### src/hdl/line_regs_pkg.sv
// Overview of operation
// - Two-bit mode: S line, S terminal, U, off
// - Disabled channel sends only zero bits downstream
// - Three mode registers, channel n at 2n+1:2n
// - Three write-only command registers, one per transceiver
// - Bit 0 marks command data valid
// - Bits 3:1 select reference clock channel
// - Bit 7 selects external reference clock
// - Bits 6:4 select delay measurement channel
// - Bit 8 selects 65 or 130 ns
// - Bit 9 marks next frame sync superframe
// - Bit 10 selects positive pulse sensing
// - Bit 11 requests transceiver status read
// - Unused command bits read as zero
// - Frame sync clears all command register bytes not written in the same cycle
package line_regs_pkg;
    localparam logic [15:0] IDX_MODE_LOW   = 16'hD0A1;
    localparam logic [15:0] IDX_MODE_MID   = 16'hD0A2;
    localparam logic [15:0] IDX_MODE_HIGH  = 16'hD0A3;
    localparam logic [15:0] IDX_CMD_0      = 16'hD0A8;
    localparam logic [15:0] IDX_CMD_1      = 16'hD0A9;
    localparam logic [15:0] IDX_CMD_2      = 16'hD0AA;
    localparam logic [15:0] MODE_RESET     = 16'hFFFF;
    localparam logic [15:0] CMD_RESET      = 16'h0000;
    localparam logic [15:0] CMD_USED_MASK  = 16'h0FFF;
    localparam logic [1:0]  MODE_S_LINE    = 2'h0;
    localparam logic [1:0]  MODE_S_TERM    = 2'h1;
    localparam logic [1:0]  MODE_U         = 2'h2;
    localparam logic [1:0]  MODE_OFF       = 2'h3;
    localparam int          CMD_VALID_BIT  = 0;
    localparam int          REF_SEL_LSB    = 1;
    localparam int          DELAY_CH_LSB   = 4;
    localparam int          EXT_REF_BIT    = 7;
    localparam int          DELAY_RES_BIT  = 8;
    localparam int          SUPERFRAME_BIT = 9;
    localparam int          POS_PULSE_BIT  = 10;
    localparam int          STATUS_RD_BIT  = 11;
    localparam int          CHANNELS       = 24;
    localparam int          SLOT_BITS      = 8;
    localparam logic [1:0]  RESP_OKAY      = 2'h0;
    localparam logic [1:0]  RESP_SLVERR    = 2'h2;
endpackage

### src/hdl/line_channel_mode_command_regs.sv
`timescale 1ns/1ns
module line_channel_mode_command_regs
    import line_regs_pkg::*;
(
    input  wire logic        sys_clk,
    input  wire logic        rst_b,
    input  wire logic [17:0] s_axi_awaddr,
    input  wire logic        s_axi_awvalid,
    output logic             s_axi_awready,
    input  wire logic [31:0] s_axi_wdata,
    input  wire logic [3:0]  s_axi_wstrb,
    input  wire logic        s_axi_wvalid,
    output logic             s_axi_wready,
    output logic [1:0]       s_axi_bresp,
    output logic             s_axi_bvalid,
    input  wire logic        s_axi_bready,
    input  wire logic [17:0] s_axi_araddr,
    input  wire logic        s_axi_arvalid,
    output logic             s_axi_arready,
    output logic [31:0]      s_axi_rdata,
    output logic [1:0]       s_axi_rresp,
    output logic             s_axi_rvalid,
    input  wire logic        s_axi_rready,
    input  wire logic        frame_sync,
    input  wire logic [4:0]  slot_channel,
    input  wire logic        slot_data,
    output logic             downstream_data_line,
    output logic [47:0]      channel_mode_field,
    output logic [47:0]      cmd_frame
);
    logic [15:0] mode_reg [3];
    logic [15:0] cmd_reg [3];
    logic [47:0] cmd_frame_reg;
    logic        fs_meta_reg;
    logic        fs_sync_reg;
    logic        fs_prev_reg;
    logic        fs_pulse;
    logic        aw_held_reg;
    logic        w_held_reg;
    logic [15:0] aw_idx_reg;
    logic [15:0] wdata_reg;
    logic [1:0]  wstrb_reg;
    logic        wr_go;
    logic [15:0] ar_idx;
    logic [15:0] wr_idx;
    logic [15:0] wr_mask;
    logic        dl_reg;

    // Frame sync from a pin
    always_ff @(posedge sys_clk or negedge rst_b) begin
        if (!rst_b) begin
            fs_meta_reg <= 1'b0;
            fs_sync_reg <= 1'b0;
            fs_prev_reg <= 1'b0;
        end else begin
            fs_meta_reg <= frame_sync;
            fs_sync_reg <= fs_meta_reg;
            fs_prev_reg <= fs_sync_reg;
        end
    end
    assign fs_pulse = fs_sync_reg & ~fs_prev_reg;

    // Write channel capture
    assign s_axi_awready = ~aw_held_reg & ~s_axi_bvalid;
    assign s_axi_wready  = ~w_held_reg & ~s_axi_bvalid;
    assign wr_go         = aw_held_reg & w_held_reg;
    assign wr_idx        = aw_idx_reg;
    assign wr_mask       = {{8{wstrb_reg[1]}}, {8{wstrb_reg[0]}}};

    always_ff @(posedge sys_clk or negedge rst_b) begin
        if (!rst_b) begin
            aw_held_reg <= 1'b0;
            w_held_reg  <= 1'b0;
            aw_idx_reg  <= 16'h0000;
            wdata_reg   <= 16'h0000;
            wstrb_reg   <= 2'h0;
        end else begin
            if (s_axi_awvalid && s_axi_awready) begin
                aw_held_reg <= 1'b1;
                aw_idx_reg  <= s_axi_awaddr[17:2];
            end else if (wr_go) begin
                aw_held_reg <= 1'b0;
            end
            if (s_axi_wvalid && s_axi_wready) begin
                w_held_reg <= 1'b1;
                wdata_reg  <= s_axi_wdata[15:0];
                wstrb_reg  <= s_axi_wstrb[1:0];
            end else if (wr_go) begin
                w_held_reg <= 1'b0;
            end
        end
    end

    always_ff @(posedge sys_clk or negedge rst_b) begin
        if (!rst_b) begin
            s_axi_bvalid <= 1'b0;
            s_axi_bresp  <= RESP_OKAY;
        end else if (wr_go) begin
            s_axi_bvalid <= 1'b1;
            s_axi_bresp  <= (wr_idx == IDX_MODE_LOW || wr_idx == IDX_MODE_MID ||
                             wr_idx == IDX_MODE_HIGH || wr_idx == IDX_CMD_0 ||
                             wr_idx == IDX_CMD_1 || wr_idx == IDX_CMD_2) ?
                            RESP_OKAY : RESP_SLVERR;
        end else if (s_axi_bready) begin
            s_axi_bvalid <= 1'b0;
        end
    end

    // Channel mode registers
    always_ff @(posedge sys_clk or negedge rst_b) begin
        if (!rst_b) begin
            mode_reg[0] <= MODE_RESET;
            mode_reg[1] <= MODE_RESET;
            mode_reg[2] <= MODE_RESET;
        end else if (wr_go) begin
            for (int r = 0; r < 3; r++) begin
                if (wr_idx == IDX_MODE_LOW + 16'(r)) begin
                    mode_reg[r] <= (mode_reg[r] & ~wr_mask) | (wdata_reg & wr_mask);
                end
            end
        end
    end
    assign channel_mode_field = {mode_reg[2], mode_reg[1], mode_reg[0]};

    // Command registers, cleared on frame sync except bytes written in that cycle
    always_ff @(posedge sys_clk or negedge rst_b) begin
        if (!rst_b) begin
            cmd_reg[0] <= CMD_RESET;
            cmd_reg[1] <= CMD_RESET;
            cmd_reg[2] <= CMD_RESET;
        end else begin
            for (int r = 0; r < 3; r++) begin
                if (wr_go && wr_idx == IDX_CMD_0 + 16'(r)) begin
                    cmd_reg[r] <= ((fs_pulse ? CMD_RESET : cmd_reg[r]) & ~wr_mask) |
                                  (wdata_reg & wr_mask & CMD_USED_MASK);
                end else if (fs_pulse) begin
                    cmd_reg[r] <= CMD_RESET;
                end
            end
        end
    end

    // Frame snapshot carries bits 0..11 to each transceiver
    always_ff @(posedge sys_clk or negedge rst_b) begin
        if (!rst_b) begin
            cmd_frame_reg <= 48'h000000000000;
        end else if (fs_pulse) begin
            cmd_frame_reg <= {cmd_reg[2], cmd_reg[1], cmd_reg[0]};
        end
    end
    assign cmd_frame = cmd_frame_reg;

    // Downstream data, disabled channels send zeros
    always_ff @(posedge sys_clk or negedge rst_b) begin
        if (!rst_b) begin
            dl_reg <= 1'b0;
        end else if (slot_channel >= 5'(CHANNELS)) begin
            dl_reg <= 1'b0;
        end else begin
            dl_reg <= (channel_mode_field[2*slot_channel +: 2] == MODE_OFF) ? 1'b0 : slot_data;
        end
    end
    assign downstream_data_line = dl_reg;

    // Read channel; command registers are write-only and read zero
    assign s_axi_arready = ~s_axi_rvalid;
    assign ar_idx        = s_axi_araddr[17:2];
    always_ff @(posedge sys_clk or negedge rst_b) begin
        if (!rst_b) begin
            s_axi_rvalid <= 1'b0;
            s_axi_rdata  <= 32'h00000000;
            s_axi_rresp  <= RESP_OKAY;
        end else if (s_axi_arvalid && s_axi_arready) begin
            s_axi_rvalid <= 1'b1;
            s_axi_rresp  <= RESP_OKAY;
            s_axi_rdata  <= 32'h00000000;
            if (ar_idx == IDX_MODE_LOW) begin
                s_axi_rdata <= {16'h0000, mode_reg[0]};
            end else if (ar_idx == IDX_MODE_MID) begin
                s_axi_rdata <= {16'h0000, mode_reg[1]};
            end else if (ar_idx == IDX_MODE_HIGH) begin
                s_axi_rdata <= {16'h0000, mode_reg[2]};
            end else if (ar_idx != IDX_CMD_0 && ar_idx != IDX_CMD_1 && ar_idx != IDX_CMD_2) begin
                s_axi_rresp <= RESP_SLVERR;
            end
        end else if (s_axi_rready) begin
            s_axi_rvalid <= 1'b0;
        end
    end
endmodule

### config.mk
export PLATFORM = sky130hd
export DESIGN_NAME = line_channel_mode_command_regs
export DESIGN_NICKNAME = d
export VERILOG_FILES = /design/src/hdl/line_regs_pkg.sv /design/src/hdl/line_channel_mode_command_regs.sv
export SDC_FILE = /design/constraint.sdc
export NUM_CORES = 1
export LEC_CHECK = 0
export BUFFER_PORTS_ARGS = -buffer_cell sky130_fd_sc_hd__buf_2
export CORE_MARGIN = 8
export CORE_UTILIZATION = 49
export CTS_BUF_LIST = sky130_fd_sc_hd__clkbuf_8
export CTS_CLUSTER_SIZE = 40
export DETAILED_ROUTE_END_ITERATION = 8
export GPL_ROUTABILITY_DRIVEN = 0
export PLACE_DENSITY = 0.74
export SYNTH_ARGS = -nofsm -noshare
export SYNTH_HDL_FRONTEND = slang
export SYNTH_SLANG_ARGS = --single-unit
### constraint.sdc
create_clock -name sys_clk -period 2.3 [get_ports sys_clk]
set_input_delay 0.345 -clock sys_clk [delete_from_list [all_inputs] [get_ports sys_clk]]
set_output_delay 0.345 -clock sys_clk [all_outputs]
set_load 0.05 [all_outputs]
==> out/metrics.yaml <==
fin_crit_sh_pct: 96.7
path_max_fanout: 8
grtUsageTotal_pct: 18.9
fin_cells: 1126
synth_area_sq_um: 8540
overflow: 0
p_per_area_nw_per_um2: 818
route.detailed.drc: 0
ant_nets: 0
startpoint: "aw_idx_reg[2]"
drt-total-wl_microns: 20600
finalMaxSlewViolations: 0
reg2reg_slack_ps: 80
hold_viol: 0
run_status: "complete, no violations"
n_antenna_cell: 0
maxCapViolations: 0
slowest_stage: "or4_4"
die_h_microns: 148
insertion_delay_ps: 520
mostFrequentLayoutCells: "buf_2 (182), dfrtp_1 (156), mux2_2 (134), nand2_1 (74), dfstp_2 (48)"
n_fill_cell: 1407
final_common_cell: "buf_2"
ys_seq_area_share_pct: 60.5
power_w: 0.00867
drive_gt1_share_pct: 50.6
numCtsBuffers: 36
r2r_start: "aw_idx_reg[2]"
yosysUniqueCellTypes: 42
vias: 5866
place_area_sq_um: 9810
max_slew.worst_pin.slew_ps: 1220
cts_sinks: 204
critical_path_class: "register to register"
final_cell_area_sq_um: 10600
cp_data_required_time_ps: 2720
critPathArrivalTime_ps: 2650
grt_start_max_net_pins: 58
portBuffers: 183
synth_seq_cells: 204
synth_cells: 665
synth-edff-count: 0
core.rowCount: 48
maxSlewHeadroom_pct: 18.8
num_io_pins: 224
slowest_delay_ps: 550
start_util_pct: 49.7
p_leak_nw: 5.46
die_area_sq_um: 21900
startpoint_type: "register"
ys_warn_count: 0
wl_per_cell_microns: 18.3
dp_hpwl_microns: 14900
area_growth_syn_to_layout_pct: 24.2
fin_nets: 966
postSynthAreaPerCell_sq_um: 12.8
cts_max_path_buffers: 3
setup-violations-final: 0
root_buffer: "clkbuf_8"
htreeDepth: 2
ys_async_sr_fraction_pct: 100
ff2ff_path_depth: 6
synth-main-ff-cell: "dfrtp_1"
cts_tree: "yes"
antenna_found_initial: 1
fin_crit_ps: 2220
crit_chain: "or4_4, nor4_4, buf_4, nand2_2, nor2_4, mux2_2"
rsz0062_at_grt: "yes"
worstHoldPathCells: 3
whs_ps: 44.4
ir_drop_v: 0.000800
path_clk_slew_ps: 50
die_x_microns: 148
grt_pass1_vias: 6189
grt_pass1_wl_microns: 33300
drtPass1Iterations: 4
viasPerCell: 5.21
fmax_mhz: 450
drt_iter0_drc: 307
hold_class: "input port to register"
fin_skew_ps: 24.6
core_sq_um: 17200
placed_cells: 1058
crit_path_end_kind: "register"
metal layers:
layer	wire length (microns)	share of wire (%)	GRT usage, %
met1	8680	42	23.8
met2	10000	49	30.7
met3	1430	6.9	5.59
met4	431	2.1	6.12
met5	13	0.063	0
how the worst min path moves through the flow:
stage                   start             to
2_1_floorplan           rst_b    aw_held_reg
3_3_place_gp            rst_b  cmd_frame[28]
3_5_place_dp            rst_b    cmd_reg[28]
4_1_cts        s_axi_wdata[0]   wdata_reg[0]
5_1_grt        s_axi_wdata[0]   wdata_reg[0]
6_report       s_axi_wdata[6]   wdata_reg[6]
worst max-delay path, delay by kind of cell, from the launching register on:
kind | cells | cell delay, ps
simple gates | 4 | 1190
flops | 1 | 380
mux | 1 | 380
buf+inv | 1 | 190
cell usage after synthesis (all sizes together), types with 2 or more instances:
cell type	number	area (sq um)
nand3	21	105
inv	18	67.6
a21o	3	22.5
nand2b	3	18.8
clkbuf	24	90.1
buf	28	175
nand4	2	12.5
dfstp	48	1260
o211ai	5	37.5
and3b	2	17.5
and3	13	81.3
mux2	134	1510
a21oi	2	10.0
a22o	32	280
or4bb	2	22.5
nor4	3	33.8
nand3b	2	15.0
and2	2	12.5
mux2i	12	120
o21ai	43	215
nand2	79	297
nor2	9	68.8
nor2b	3	18.8
dfrtp	156	3900
o2111ai	3	26.3
a311oi	2	17.5
nor3	5	25.0
power breakdown:
part           internal [W]  leakage [nW]  switching, W
Sequential          0.00394          2.58      0.000359
Clock               0.00165         0.371       0.00141
Combinational      0.000509          2.50      0.000799
Total               0.00610          5.46       0.00257
metrics by stage:
step	worst slack (ps)	setup TNS [ps]	util, %
floorplan	-131	-1780	-
global placement	-47.1	-592	57.1
detailed placement	-92.4	-1680	57.1
CTS	-14.1	-23.0	61.6
global route	-35.4	-257	61.7
finish	76.3	0	61.7
repair_timing:
| action | 4_1_cts | 5_1_grt |
|---|---|---|
| resized for setup | 6 | 4 |
| buffers inserted | 3 | 1 |
| setup endpoints to repair | 50 | 52 |
| pin swaps | 4 | 2 |
| hold buffers | 5 | 0 |
| endpoints found under the hold margin | 50 | 0 |
layout make-up:
class | count | area (sq um) | area share [%]
Clock inverter | 17 | 80.1 | 0.755
Inverter | 18 | 67.6 | 0.637
Multi-Input combinational cell | 408 | 3150 | 29.7
Clock buffer | 42 | 578 | 5.45
Tap cell | 225 | 282 | 2.66
Sequential cell | 204 | 5160 | 48.7
Timing Repair Buffer | 212 | 1280 | 12.1
kinds of logic (layout without fill, tap and decap cells):
family | count (synthesis) | count (layout) | share of synthesized area (%)
buffers and inverters | 70 | 289 | 3.90
AND/OR/NAND/NOR | 150 | 150 | 8.90
other | 1 | 18 | 0.0439
multiplexers | 146 | 146 | 19.1
AO/OA/AOI/OAI | 94 | 94 | 7.58
flip-flops | 204 | 204 | 60.5
(Power assumes the default switching activity.)
